==> src/rtl/bus_err_pkg.sv <==
// Shared constants and carrier types for the bus error logger
`default_nettype none
package bus_err_pkg;

  // ----------------------------------------------------------------
  // Masters
  // ----------------------------------------------------------------
  localparam int          NUM_MASTERS = 6;
  localparam logic [2:0]  M_IFETCH    = 3'h0;
  localparam logic [2:0]  M_CPU_DATA  = 3'h1;
  localparam logic [2:0]  M_EXT_MSTR  = 3'h2;
  localparam logic [2:0]  M_PCI       = 3'h3;
  localparam logic [2:0]  M_MEDIA     = 3'h4;
  localparam logic [2:0]  M_DMA       = 3'h5;

  // ----------------------------------------------------------------
  // Error type codes, other codes reserved
  // ----------------------------------------------------------------
  localparam logic [2:0]  ET_NONE     = 3'h0;
  localparam logic [2:0]  ET_PARITY   = 3'h1;
  localparam logic [2:0]  ET_PROTECT  = 3'h4;
  localparam logic [2:0]  ET_EXT_IN   = 3'h6;
  localparam logic [2:0]  ET_TIMEOUT  = 3'h7;

  // ----------------------------------------------------------------
  // Field positions, msb-zero bit k sits at vector bit 31-k
  // ----------------------------------------------------------------
  localparam int TYPE_LSB [NUM_MASTERS] = '{29, 23, 17, 11, 29, 23};
  localparam int DIR_POS  [NUM_MASTERS] = '{28, 22, 16, 10, 28, 22};
  localparam int FL_POS   [NUM_MASTERS] = '{0, 0, 0, 9, 27, 21};
  localparam int AL_POS   [NUM_MASTERS] = '{0, 0, 0, 8, 26, 20};
  localparam logic [NUM_MASTERS-1:0] LOCK_MASK  = 6'h38;
  localparam logic [NUM_MASTERS-1:0] STAT1_MASK = 6'h30;
  localparam logic [31:0] TYPE_ONES   = 32'h0000_0007;
  localparam logic [31:0] BIT_ONE     = 32'h0000_0001;
  localparam logic [31:0] STAT1_RSVD  = 32'h000f_ffff;

  // ----------------------------------------------------------------
  // Indirect access
  // ----------------------------------------------------------------
  localparam int          IDX_W       = 8;
  localparam logic [IDX_W-1:0] IDX_ERR_ADDR = 8'h00;
  localparam logic [IDX_W-1:0] IDX_STAT0    = 8'h01;
  localparam logic [IDX_W-1:0] IDX_STAT1    = 8'h02;
  localparam logic        SEL_INDEX   = 1'b0;
  localparam logic        SEL_DATA    = 1'b1;

  // Register move request from the processor
  typedef struct packed {
    logic        rd;
    logic        wr;
    logic        sel;
    logic [31:0] wdata;
  } dcr_req_s;

  // Error event from the detectors
  typedef struct packed {
    logic       valid;
    logic [2:0] master;
    logic [2:0] etype;
    logic       read;
    logic       lock_req;
  } err_evt_s;

endpackage
`default_nettype wire

==> src/rtl/bus_error_logger.sv <==
// Error address capture and per-master error status log
//
// Overview of operation
// Capture 32-bit address of failing access
// Locked error freezes address until unlock
// Access only via index and data registers
// Address taken from bus in parity cycle
// Software uses hold time for exact address
// Status split over two registers by master
// Masters numbered fetch, data, ext, pci, mal, dma
// Three-bit error type code per master
// Direction bit one for read, zero write
// First register field positions per master
// Pci master field and address lock bits
// Second register layout, upper bits reserved
// Locked field ignores later errors
// Parity after bus error logged unless locking
// Only one master may lock address
// Software clears status and locks together
// Reset and software writes clear fields
`timescale 1ns/1ps
`default_nettype none
module bus_error_logger (
  // Clock and reset
  input  wire logic                  mclk_i,
  input  wire logic                  sys_rst_i,
  // Register move port
  input  wire bus_err_pkg::dcr_req_s dcr_req_i,
  output logic [31:0]                dcr_rdata_o,
  output logic                       dcr_ack_o,
  // Error events and current bus address
  input  wire bus_err_pkg::err_evt_s err_evt_i,
  input  wire logic [31:0]           bus_addr_i
);

  localparam int NM = bus_err_pkg::NUM_MASTERS;

  typedef struct packed {
    logic [bus_err_pkg::IDX_W-1:0] index;
    logic [31:0]                   err_addr;
    logic [NM-1:0]                 alock;
    logic [31:0]                   rdata;
    logic                          ack;
    logic                          prev_err;
    logic [2:0]                    prev_master;
  } log_state_s;

  log_state_s q, d;

  // ----------------------------------------------------------------
  // Helpers
  // ----------------------------------------------------------------

  // Bits of a master's status field that a write may clear
  function automatic logic [31:0] field_mask(input int i);
    logic [31:0] m;
    m = (bus_err_pkg::TYPE_ONES << bus_err_pkg::TYPE_LSB[i])
      | (bus_err_pkg::BIT_ONE << bus_err_pkg::DIR_POS[i]);
    if (bus_err_pkg::LOCK_MASK[i]) begin
      m = m | (bus_err_pkg::BIT_ONE << bus_err_pkg::FL_POS[i]);
    end
    return m;
  endfunction

  // Index of the status register that holds a master
  function automatic logic [bus_err_pkg::IDX_W-1:0] stat_idx(input int i);
    return bus_err_pkg::STAT1_MASK[i] ? bus_err_pkg::IDX_STAT1 : bus_err_pkg::IDX_STAT0;
  endfunction

  // ----------------------------------------------------------------
  // Per-master field slots
  // ----------------------------------------------------------------
  logic [NM-1:0] log_vec;
  logic [NM-1:0] clr_vec;
  logic [NM-1:0] flock_w;
  logic [NM-1:0] read_w;
  logic [2:0]    etype_w [NM];

  for (genvar g = 0; g < NM; g++) begin : g_slot
    err_field_slot #(
      .HAS_LOCK (bus_err_pkg::LOCK_MASK[g])
    ) u_slot (
      .mclk_i    (mclk_i),
      .sys_rst_i (sys_rst_i),
      .log_i     (log_vec[g]),
      .etype_i   (err_evt_i.etype),
      .read_i    (err_evt_i.read),
      .lock_i    (err_evt_i.lock_req),
      .clr_i     (clr_vec[g]),
      .etype_o   (etype_w[g]),
      .read_o    (read_w[g]),
      .flock_o   (flock_w[g])
    );
  end

  // ----------------------------------------------------------------
  // Event qualification
  // ----------------------------------------------------------------
  logic          evt_ok;
  logic          follow_on;
  logic          eff_lock;
  logic          fld_hit;
  logic          addr_upd;
  logic [NM-1:0] al_set;

  // Master ids above the last one are dropped
  always_comb begin
    // valid master numbers only
    evt_ok    = err_evt_i.valid && (err_evt_i.master < 3'(NM));
    // parity right behind a bus error of the same master
    follow_on = evt_ok && (err_evt_i.etype == bus_err_pkg::ET_PARITY)
              && q.prev_err && (q.prev_master == err_evt_i.master);
    eff_lock  = evt_ok && err_evt_i.lock_req
              && bus_err_pkg::LOCK_MASK[err_evt_i.master];
    // locked fields drop later errors
    fld_hit   = evt_ok && !flock_w[err_evt_i.master]
              && !(follow_on && err_evt_i.lock_req);
    // address frozen while any lock stands
    addr_upd  = evt_ok && !follow_on && (q.alock == '0);
    // first locker alone owns the address
    al_set    = '0;
    if (fld_hit && eff_lock && !follow_on && (q.alock == '0)) begin
      al_set[err_evt_i.master] = 1'b1;
    end
    log_vec   = '0;
    if (fld_hit) begin
      // event routed to its master's field
      log_vec[err_evt_i.master] = 1'b1;
    end
  end

  // ----------------------------------------------------------------
  // Software clears through the data register
  // ----------------------------------------------------------------
  logic          data_wr;
  logic [NM-1:0] al_clr;

  // A one written over any type, direction or field lock bit clears that field
  always_comb begin
    data_wr = dcr_req_i.wr && (dcr_req_i.sel == bus_err_pkg::SEL_DATA);
    clr_vec = '0;
    al_clr  = '0;
    for (int i = 0; i < NM; i++) begin
      if (data_wr && (q.index == stat_idx(i))) begin
        // write-one clear of status and locks
        clr_vec[i] = |(dcr_req_i.wdata & field_mask(i));
        al_clr[i]  = bus_err_pkg::LOCK_MASK[i]
                   && dcr_req_i.wdata[bus_err_pkg::AL_POS[i]];
      end
    end
  end

  // ----------------------------------------------------------------
  // Status register images
  // ----------------------------------------------------------------
  logic [31:0] stat0;
  logic [31:0] stat1;
  logic [31:0] fld;

  // Reserved bits stay zero since only field bits are ored in
  always_comb begin
    stat0 = '0;
    stat1 = '0;
    fld   = '0;
    for (int i = 0; i < NM; i++) begin
      // three-bit type code at its position
      fld = (32'(etype_w[i]) << bus_err_pkg::TYPE_LSB[i])
          | (32'(read_w[i]) << bus_err_pkg::DIR_POS[i]);
      if (bus_err_pkg::LOCK_MASK[i]) begin
        // field and address lock bits
        fld = fld | (32'(flock_w[i]) << bus_err_pkg::FL_POS[i])
                  | (32'(q.alock[i]) << bus_err_pkg::AL_POS[i]);
      end
      if (bus_err_pkg::STAT1_MASK[i]) begin
        // media and dma in second register
        stat1 = stat1 | fld;
      end else begin
        // cpu, external and pci in first register
        stat0 = stat0 | fld;
      end
    end
  end

  // ----------------------------------------------------------------
  // Next state
  // ----------------------------------------------------------------
  always_comb begin
    d = q;
    // indirect index written through the index register
    if (dcr_req_i.wr && (dcr_req_i.sel == bus_err_pkg::SEL_INDEX)) begin
      d.index = dcr_req_i.wdata[bus_err_pkg::IDX_W-1:0];
    end
    // reads answer one cycle later
    d.ack   = dcr_req_i.rd || dcr_req_i.wr;
    d.rdata = '0;
    if (dcr_req_i.rd) begin
      if (dcr_req_i.sel == bus_err_pkg::SEL_INDEX) begin
        d.rdata = 32'(q.index);
      end else begin
        case (q.index)
          bus_err_pkg::IDX_ERR_ADDR: d.rdata = q.err_addr;
          bus_err_pkg::IDX_STAT0:    d.rdata = stat0;
          bus_err_pkg::IDX_STAT1:    d.rdata = stat1;
          default:                   d.rdata = '0;
        endcase
      end
    end
    // address of the failing access captured
    // a lone parity error takes the address seen now, a parity follow-on keeps the held one
    if (addr_upd) begin
      d.err_addr = bus_addr_i;
    end
    // a new lock needs all locks free before this edge, a same-cycle clear comes too late
    d.alock       = (q.alock & ~al_clr) | al_set;
    d.prev_err    = evt_ok && (err_evt_i.etype != bus_err_pkg::ET_PARITY);
    d.prev_master = err_evt_i.master;
  end

  // Registers
  always_ff @(posedge mclk_i) begin
    if (sys_rst_i) begin
      q <= '0;
    end else begin
      q <= d;
    end
  end

  assign dcr_rdata_o = q.rdata;
  assign dcr_ack_o   = q.ack;
endmodule
`default_nettype wire

==> src/rtl/err_field_slot.sv <==
// One master's error type, direction and field lock
`timescale 1ns/1ps
`default_nettype none
module err_field_slot #(
  parameter bit HAS_LOCK = 1'b0
) (
  // Clock and reset
  input  wire logic       mclk_i,
  input  wire logic       sys_rst_i,
  // Log request, already gated by the owner
  input  wire logic       log_i,
  input  wire logic [2:0] etype_i,
  input  wire logic       read_i,
  input  wire logic       lock_i,
  // Software clear
  input  wire logic       clr_i,
  // Stored fields
  output logic [2:0]      etype_o,
  output logic            read_o,
  output logic            flock_o
);

  typedef struct packed {
    logic [2:0] etype;
    logic       read;
    logic       flock;
  } slot_s;

  slot_s q, d;

  // ----------------------------------------------------------------
  // Next state, a new error beats a clear in the same cycle unless the field was locked
  // ----------------------------------------------------------------
  always_comb begin
    d = q;
    if (clr_i) begin
      // software clear
      d = '0;
    end
    if (log_i && !q.flock) begin
      // type and direction stored
      d.etype = etype_i;
      d.read  = read_i;
      d.flock = HAS_LOCK && lock_i;
    end
  end

  // Registers
  always_ff @(posedge mclk_i) begin
    if (sys_rst_i) begin
      q <= '0;
    end else begin
      q <= d;
    end
  end

  assign etype_o = q.etype;
  assign read_o  = q.read;
  assign flock_o = q.flock;
endmodule
`default_nettype wire

==> config.mk <==
export PLATFORM = sky130hd
export DESIGN_NAME = bus_error_logger
export DESIGN_NICKNAME = d
export VERILOG_FILES = /design/src/rtl/bus_err_pkg.sv /design/src/rtl/bus_error_logger.sv /design/src/rtl/err_field_slot.sv
export SDC_FILE = /design/constraint.sdc
export NUM_CORES = 1
export LEC_CHECK = 0
export BUFFER_PORTS_ARGS = -buffer_cell sky130_fd_sc_hd__buf_2
export CAP_MARGIN = 20
export CORE_ASPECT_RATIO = 1.75
export CORE_MARGIN = 2
export CORE_UTILIZATION = 40
export DETAILED_ROUTE_END_ITERATION = 7
export RECOVER_POWER = 25
export SYNTH_ARGS = -nofsm -noshare
export SYNTH_HDL_FRONTEND = slang
export SYNTH_HIERARCHICAL = 1
export SYNTH_SLANG_ARGS = --single-unit
==> constraint.sdc <==
create_clock -name mclk_i -period 2.6 [get_ports mclk_i]
set_input_delay 0.52 -clock mclk_i [delete_from_list [all_inputs] [get_ports mclk_i]]
set_output_delay 0.52 -clock mclk_i [all_outputs]
set_load 0.01 [all_outputs]
Word level (Yosys, flattened, before mapping)
Memory sizes are Yosys's and may differ from the RTL's.
Index checks and enable logic that the tools add are counted.
{"block": "totals", "ff_bits": 110, "latchBits": 0, "mem_bits_rw": 0, "mem_bits_ro": 8, "inputBits": 78, "mem_count": 1}
{"block": "op_classes", "addsub": 0, "n_mul": 0, "div": 0, "magnitude_cmp": 3, "n_eq_ne": 5, "shift": 0, "mux": 33, "bitwise": 24, "reduce_logical": 46}
{"memory": "(name not given)", "depth": 8, "word_bits": 1, "read_ports": 1, "rd_ports_with_merged_regs": 0, "wr": 0, "line": "bus_error_logger.sv:114", "source": "&& bus_err_pkg::LOCK_MASK[err_evt_i.master];"}
{"op": "$and A32 B32 Y32", "n": 3}
{"op": "$mux W32", "n": 3}
{"op": "$pmux W32 S3", "n": 1}
{"op": "$reduce_or A32 Y1", "n": 3}
{"op": "$or A32 B26 Y32", "n": 2}
{"op": "$or A32 B29 Y32", "n": 2}
{"op": "$mux W5", "n": 12}
{"op": "$or A26 B23 Y26", "n": 2}
{"op": "$or A32 B14 Y32", "n": 1}
{"op": "$or A32 B20 Y32", "n": 1}
{"op": "$or A32 B27 Y32", "n": 1}
{"op": "$or A32 B28 Y32", "n": 1}
{"op": "$or A26 B21 Y26", "n": 1}
{"op": "$or A26 B22 Y26", "n": 1}
{"op": "$logic_and A1 B1 Y1", "n": 23}
{"op": "$or A20 B17 Y20", "n": 1}
{"op": "$or A14 B10 Y14", "n": 1}
{"op": "$or A14 B11 Y14", "n": 1}
{"op": "$or A14 B9 Y14", "n": 1}
{"op": "$mux W1", "n": 12}
{"op": "$mux W6", "n": 2}
{"op": "$reduce_bool A2 Y1", "n": 6}
{"op": "$reduce_or A4 Y1", "n": 3}
{"op": "$eq A8 B1 Y1 const B", "n": 1}
{"op": "20 further kinds", "n": 26}

Depth between registers and ports, before layout
Gate-level depths: netlist (run 1).
{"block": "depth", "word_depth": 13, "mapped_depth": 9, "depth_no_buf": 7}

Hierarchy
Netlist (run 1), hierarchy kept.
{"mod": "bus_error_logger", "instances": 1, "cells_per_inst": 432, "area_each_um2": 3708.6, "seq_area_each_um2": 1661.6}
{"mod": "err_field_slot at g_slot[3].u_slot ...", "instances": 3, "cells_per_inst": 22, "area_each_um2": 195.2, "seq_area_each_um2": 100.1}
{"mod": "err_field_slot at g_slot[0].u_slot ...", "instances": 3, "cells_per_inst": 18, "area_each_um2": 161.4, "seq_area_each_um2": 80.1}

Worst setup path after synthesis (run 1)
No wires, ideal clock.
{"block": "synth_timing", "kind": "input port to flip-flop", "from": "input err_evt_i[7] (netlist bit)", "to": "register g_slot[0].u_slot.q, in the netlist g_slot[0].u_slot/etype_o[0]", "setup_ps": 116, "arrival_time_ps": 2015, "t_required_ps": 2484, "slack_ps": 469, "path_stages": 7, "path_buffers": 1, "path_cell_list": "clkbuf_1 a221o_1 a211oi_1 o21ai_0 nor3_1 or3b_1 a21oi_1"}
{"block": "synth_between", "elab_chain_cells": 10, "word_cells_on_any_way": 21, "classes_between": "order compare: 3; eq/ne: 1; mux: 6; reduce/logical: 11"}
{"item": "start: declaration", "line": "bus_error_logger.sv:32", "source": "input wire bus_err_pkg::err_evt_s err_evt_i,"}
{"item": "$lt A3 B3 Y1", "line": "bus_error_logger.sv:109", "source": "evt_ok = err_evt_i.valid && (err_evt_i.master < 3'(NM));"}
{"item": "$logic_and A1 B1 Y1", "line": "bus_error_logger.sv:109"}
{"item": "$logic_and A1 B1 Y1", "line": "bus_error_logger.sv:111", "source": "follow_on = evt_ok && (err_evt_i.etype == bus_err_pkg::ET_PARITY)"}
{"item": "$logic_and A1 B1 Y1 (2 in a row)", "line": "bus_error_logger.sv:112", "source": "&& q.prev_err && (q.prev_master == err_evt_i.master);"}
{"item": "$logic_and A1 B1 Y1", "line": "bus_error_logger.sv:117", "source": "&& !(follow_on && err_evt_i.lock_req);"}
{"item": "$logic_not A1 Y1", "line": "bus_error_logger.sv:117"}
{"item": "$logic_and A1 B1 Y1", "line": "bus_error_logger.sv:117"}
{"item": "$mux W6 *", "line": "bus_error_logger.sv:126", "source": "if (fld_hit) begin"}
{"item": "via log_vec[0]", "line": "bus_error_logger.sv:73", "source": "logic [NM-1:0] log_vec;"}
{"item": "$mux W5 or $reduce_bool A2 Y1 (tied branches)"}
{"item": "end signal: assignment", "line": "err_field_slot.sv:51", "source": "q <= '0;"}
{"item": "end signal: assignment", "line": "err_field_slot.sv:53", "source": "q <= d;"}
{"item": "end: declaration", "line": "err_field_slot.sv:29", "source": "slot_s q, d;"}
Mark *: on every way through the listed nets, which the timed path passes. The rest lies on a longest branch. The select of a mux whose other input is x is not followed.
A chain may end at the register's enable or synchronous reset.

Worst setup path after layout (run 1)
{"block": "layout_timing", "from": "register q[78] (netlist bit)", "to": "register g_slot[3].u_slot.q, in the netlist g_slot[3].u_slot/etype_o[1]"}
{"block": "layout_between", "elab_chain_cells": 4}
{"item": "start: declaration", "line": "bus_error_logger.sv:48", "source": "log_state_s q, d;"}
{"item": "start signal: assignment", "line": "bus_error_logger.sv:222", "source": "q <= '0;"}
{"item": "start signal: assignment", "line": "bus_error_logger.sv:224", "source": "q <= d;"}
{"item": "$eq A8 B1 Y1", "line": "bus_error_logger.sv:144", "source": "if (data_wr && (q.index == stat_idx(i))) begin"}
{"item": "$logic_and A1 B1 Y1", "line": "bus_error_logger.sv:144"}
{"item": "$mux W1", "line": "bus_error_logger.sv:144"}
{"item": "via clr_vec[3]", "line": "bus_error_logger.sv:74", "source": "logic [NM-1:0] clr_vec;"}
{"item": "$reduce_bool A2 Y1 (no line)"}
{"item": "end signal: assignment", "line": "err_field_slot.sv:51"}
{"item": "end signal: assignment", "line": "err_field_slot.sv:53"}
{"item": "end: declaration", "line": "err_field_slot.sv:29"}
The timed path passes the listed nets, and every way through them passes these cells.

==> results of run 1 <==
routing by layer:
layer  global-route usage  routed length, um  vias up  share of wire
met5                    0                  0        -              0
met4                0.106                553        0          0.043
met3               0.0361                649       30          0.050
met2                0.359               6750      143           0.52
met1                0.231               4960     1901           0.38
li1                     -                  -     2065              -
cells in the mapped netlist (2+ instances only):
library cell / n
nor4_1: 3
nor4bb_1: 2
inv_1: 2
o21a_1: 2
or4_1: 2
a211o_1: 2
nor2b_1: 13
and2b_2: 3
nor3b_1: 3
o21ai_1: 27
nor3_1: 5
o21ai_2: 3
conb_1: 3
dfxtp_1: 110
nand3_1: 13
mux2i_1: 20
nand2b_1: 7
xnor2_1: 3
o21ai_0: 7
nor2_1: 53
or3b_1: 12
clkbuf_2: 2
a21oi_1: 76
buf_4: 35
or4_4: 3
buf_2: 9
nand2_1: 38
clkbuf_1: 20
nand3b_1: 13
a22oi_1: 10
buf_6: 3
and3_1: 2
nand4_1: 34
per-stage QoR:
stage	cells	util	setup WS [ps]	area (um2)	power [W]
3_5_place_dp	752	0.457	50.1	5290	0.00216
6_report	768	0.481	273	5570	0.00352
2_1_floorplan	552	-	469	4780	0.00201
3_3_place_gp	752	0.457	129	5290	0.00215
4_1_cts	768	0.483	264	5590	0.00356
5_1_grt	768	0.481	93.7	5570	0.00366
flip-flops by register name, indices dropped and copies added (netlist names):
register	cells
g_slot.u_slot/flock_o	3
dcr_ack_o	1
g_slot.u_slot/etype_o	18
g_slot.u_slot/read_o	6
q	50
dcr_rdata_o	32
worst max-delay path, cell delays in order (launching register included):
cell and delay (ps):
dfxtp_1 330, or4_4 570, nor3b_1 260, nand3_1 310, a21oi_1 470, nand3b_1 180
a21oi_1 80
logic make-up after synthesis:
| kind of cell | after synthesis |
|---|---|
| XOR/XNOR | 3 |
| multiplexers | 20 |
| other | 3 |
| AND/OR/NAND/NOR | 212 |
| AO/OA/AOI/OAI | 131 |
| buffers and inverters | 73 |
| flip-flops | 110 |
worst paths after layout:
check | from | cells past startpoint | endpoint | slack (ps)
worst min register to register | q[69] | 2 | q[69] | 460
worst max register to register | q[78] | 6 | g_slot[3].u_slot/etype_o[1] | 270
worst min-delay path | dcr_req_i[5] | 3 | q[80] | 410
worst max-delay path | q[78] | 6 | g_slot[3].u_slot/etype_o[1] | 270
power breakdown:
group / switching, W / internal (W)
combinational: 0.000207 / 0.000150
clock: 0.000596 / 0.000799
sequential: 0.0000295 / 0.00174
area by class of cell:
| type | count | area (um2) | share of cell area |
|---|---|---|---|
| clock inverters | 3 | 42.5 | 0.00764 |
| well taps | 135 | 169 | 0.0303 |
| flip-flops and latches | 110 | 2200 | 0.395 |
| inverters | 3 | 11.3 | 0.00202 |
| repair buffers | 135 | 743 | 0.133 |
| multi-input cells | 369 | 2140 | 0.384 |
| clock buffers | 13 | 260 | 0.0467 |
==> impl_metrics.yaml, run 1 <==
global_route:
  grt_pass1_wl_um: 20600
  antenna_found_initial: 0
  grt_pass1_vias: 4169
  track_usage: 0.204
  gr-total-overflow: 0
  grt_max_degree: 81
worst_setup_path:
  end_kind: "register"
  cp.arrival_ps: 2550
  cp.required_ps: 2820
  critPathMaxFanout: 5
  crit_type: "reg -> reg"
  cp-start-kind: "register"
floorplanning:
  core_mm2: 0.0116
  start_util: 0.413
  row_count: 52
  fp.dieArea_mm2: 0.0129
  die_h_um: 149
  ios: 111
  die_w_um: 86.6
yosys:
  synthDistinctLibCells: 45
  synthSimpleGateAreaFrac: 0.246
  synth_area_mm2: 0.00478
  syn_nets: 630
  synthCells: 552
  synth_async_sr_flop_share: 0
  ys.flop_type: "dfxtp_1"
  syn_area_per_cell_um2: 8.66
  ys_seq_area_frac: 0.461
  synthTopCellsByArea: "dfxtp_1 46%, a21oi_1 8.0%, buf_4 5.5%"
  synth_edf_count: 0
  synth_area_leader_cell: "dfxtp_1"
  synth-xor-area-share: 0.00550
  synth-compound-area-share: 0.151
  synth_top_area_frac: 0.461
  synthMuxAreaShare: 0.0419
  ys_ff_latch: 110
  synth_top_family_by_area: "simple AND/OR/NAND/NOR gates"
  yosys_warnings: 6
  synth_adder_area_share: 0
cts:
  cts_tree: "done"
  cts_root_buffer: "clkbuf_16"
  ctsResizeCount: 0
  cts_hold_buf: 0
  post-cts-setup-buffer-count: 0
  insertion_delay_ps: 350
  clk_path_buf_depth: 2
  htree_levels: 3
  clock_sinks: 110
  clkSlewWorstSetupHoldPaths_ps: 70
  cts_made_buffers: 9
place:
  hpwl_um: 9510
  io_buffer_count: 108
  gp_congestion: 0.857
timing:
  setup_viol: 0
  tightest_slew_ps: 747
  fmax_ghz: 0.430
  hold_viol: 0
  hold_ws_ps: 406
  fin_crit_sh: 0.895
  rsz0062_at_grt: "false"
  slew_headroom: 0.498
  final_max_slew_viol_count: 0
  clock_skew_ps: 6.14
  fin_setup_tns_ps: 0
  fin_crit_ps: 2330
routing:
  wire_per_inst_um: 16.8
  postRouteAntennaNets: 0
  firstDrtPassIters: 5
  wl_um: 12900
  drc: 0
  drtIter0Drc: 259
  dr_total_vias: 4139
  viasPerCell: 5.39
hold_path:
  hold_path_class: "in -> reg"
power:
  ir_drop_v: 0.000347
  powerDensity_mw_per_mm2: 631
  power.static_leakage_nw: 2.11
layout:
  nNetsFinal: 706
  final_cell_mix: "110 x dfxtp_1, 88 x buf_2, 76 x a21oi_1, 53 x nor2_1, 38 x nand2_1"
  drive_above_1_share: 0.224
  diodes: 0
  final_common_cell: "dfxtp_1"
  area_growth_pct: 16.5
  fill_cells: 1180
job:
  drv_cap: 0
outcome:
  status: "completed"
(Power assumes the default switching activity.)
==> inputs of run 2 (changes only) <==
--- a/config.mk
+++ b/config.mk
@@ -6,7 +6,7 @@
 export NUM_CORES = 1
 export LEC_CHECK = 0
 export BUFFER_PORTS_ARGS = -buffer_cell sky130_fd_sc_hd__buf_2
-export CAP_MARGIN = 20
+export CAP_MARGIN = 10
 export CORE_ASPECT_RATIO = 1.75
 export CORE_MARGIN = 2
 export CORE_UTILIZATION = 40
==> constraint.sdc (replaced) <==
create_clock -name mclk_i -period 2.2 [get_ports mclk_i]
set_input_delay 0.44 -clock mclk_i [delete_from_list [all_inputs] [get_ports mclk_i]]
set_output_delay 0.44 -clock mclk_i [all_outputs]
set_load 0.01 [all_outputs]
==> impl_metrics.yaml, run 2 (synthesized netlist as in run 1, its figures left out) <==
timing:
  hold_viol: 0
  final_max_slew_viol_count: 0
  clock_skew_ps: 6.51
  slew_headroom: 0.603
  fmax_ghz: 0.493
  fin_crit_sh: 0.921
  fin_crit_ps: 2030
  tightest_slew_ps: 595
  rsz0062_at_grt: "false"
  setup_viol: 0
worst_setup_path:
  r2r_start: "q[78]"
  path_buf_inv: 0
  slowest_delay_ps: 570
  cp.arrival_ps: 2250
  path_depth: 6
  r2r_end: "g_slot[0].u_slot/etype_o[1]"
  rrSetupSlack_ps: 170
  cp-start-kind: "register"
  cp.required_ps: 2420
  critPathMaxFanout: 4
  ff2ff_path_depth: 6
  crit_family: "simple AND/OR/NAND/NOR gates"
  crit_type: "reg -> reg"
  path_cells: "or4_4, nor3b_2, nand3_2, nor2b_1, or3b_1, a21oi_1"
  startpoint: "q[78]"
  cp-endpoint: "g_slot[0].u_slot/etype_o[1]"
  slowest_stage: "or4_4"
  end_kind: "register"
layout:
  design_area_mm2: 0.00570
  drive_above_1_share: 0.248
  final_common_cell: "dfxtp_1"
  top_register: "q"
  area_growth_pct: 19.4
  diodes: 0
  largest_reg_flops: 50
  nNetsFinal: 721
  final_cell_mix: "110 x dfxtp_1, 87 x buf_2, 76 x a21oi_1, 53 x nor2_1"
  layoutNonFillerInstCount: 783
  fill_cells: 1179
routing:
  dr_total_vias: 4200
  wire_per_inst_um: 16.7
  viasPerCell: 5.36
  postRouteAntennaNets: 0
  drtIter0Drc: 212
  drc: 0
  wl_um: 13100
  firstDrtPassIters: 4
cts:
  cts_root_buffer: "clkbuf_16"
  cts_made_buffers: 9
  cts_hold_buf: 0
  insertion_delay_ps: 350
  clk_path_buf_depth: 2
  clock_sinks: 110
  clkSlewWorstSetupHoldPaths_ps: 70
  cts_tree: "done"
  htree_levels: 3
job:
  drv_cap: 0
floorplanning:
  row_count: 52
  start_util: 0.413
  die_h_um: 149
  fp.dieArea_mm2: 0.0129
  die_w_um: 86.6
  ios: 111
  core_mm2: 0.0116
place:
  gp_congestion: 0.847
  dpl_cell_area_mm2: 0.00541
  placedCellCount: 766
  hpwl_um: 9670
  io_buffer_count: 108
global_route:
  antenna_found_initial: 0
  track_usage: 0.206
  grt_max_degree: 81
  grt_pass1_wl_um: 20600
  grt_pass1_vias: 4135
  gr-total-overflow: 0
hold_path:
  hold_path_class: "in -> reg"
power:
  powerDensity_mw_per_mm2: 730
  power.static_leakage_nw: 2.18
  ir_drop_v: 0.000478
outcome:
  status: "completed"
run 2: area by class of cell:
type	instances	area (um2)	area share
clock inverters	7	72.6	0.0127
inverters	3	11.3	0.00197
clock buffers	9	225	0.0395
well taps	135	169	0.0296
repair buffers	150	863	0.151
multi-input cells	369	2160	0.379
flip-flops and latches	110	2200	0.386
run 2: what timing repair did:
item,in CTS,in global routing
endpoints found under the setup margin,4,17
pin swaps,0,0
setup buffers,0,1
resized for setup,2,3
run 2: worst min-delay path by stage:
stage | startpoint | to | slack (ps) | depth (start not counted)
2_1_floorplan | q[69] | q[69] | 440 | 2
3_3_place_gp | q[61] | q[61] | 450 | 2
3_5_place_dp | q[61] | q[61] | 450 | 2
4_1_cts | dcr_req_i[6] | q[81] | 320 | 3
5_1_grt | dcr_req_i[6] | q[81] | 330 | 3
6_report | dcr_req_i[6] | q[81] | 320 | 3
run 2: routing by layer:
| layer | wire [um] | global-route usage |
|---|---|---|
| met3 | 556 | 0.0333 |
| met1 | 5140 | 0.234 |
| met4 | 363 | 0.0828 |
| met5 | 0 | 0 |
| met2 | 7050 | 0.373 |
run 2: stage by stage:
step	total power, W	hold WS (ps)	setup WS (ps)	util	setup TNS [ps]
global route	0.00432	335	34.2	0.493	0
detailed placement	0.00257	452	-318	0.467	-2720
finish	0.00417	324	173	0.493	0
floorplan	0.00237	438	149	-	0
CTS	0.00419	319	54.5	0.494	0
global placement	0.00256	446	-174	0.467	-1060
run 2: report_power, final:
| part | internal [W] | switching (W) | total, W |
|---|---|---|---|
| clock | 0.000888 | 0.000752 | 0.00164 |
| combinational | 0.000191 | 0.000251 | 0.000441 |
| sequential | 0.00205 | 0.0000350 | 0.00209 |
| total | 0.00313 | 0.00104 | 0.00417 |
run 2: worst reg2reg max path, cell delays in order, from the launching register on:
cell and delay [ps]:
dfxtp_1 330, or4_4 580, nor3b_2 250, nand3_2 210
nor2b_1 320, or3b_1 160, a21oi_1 60
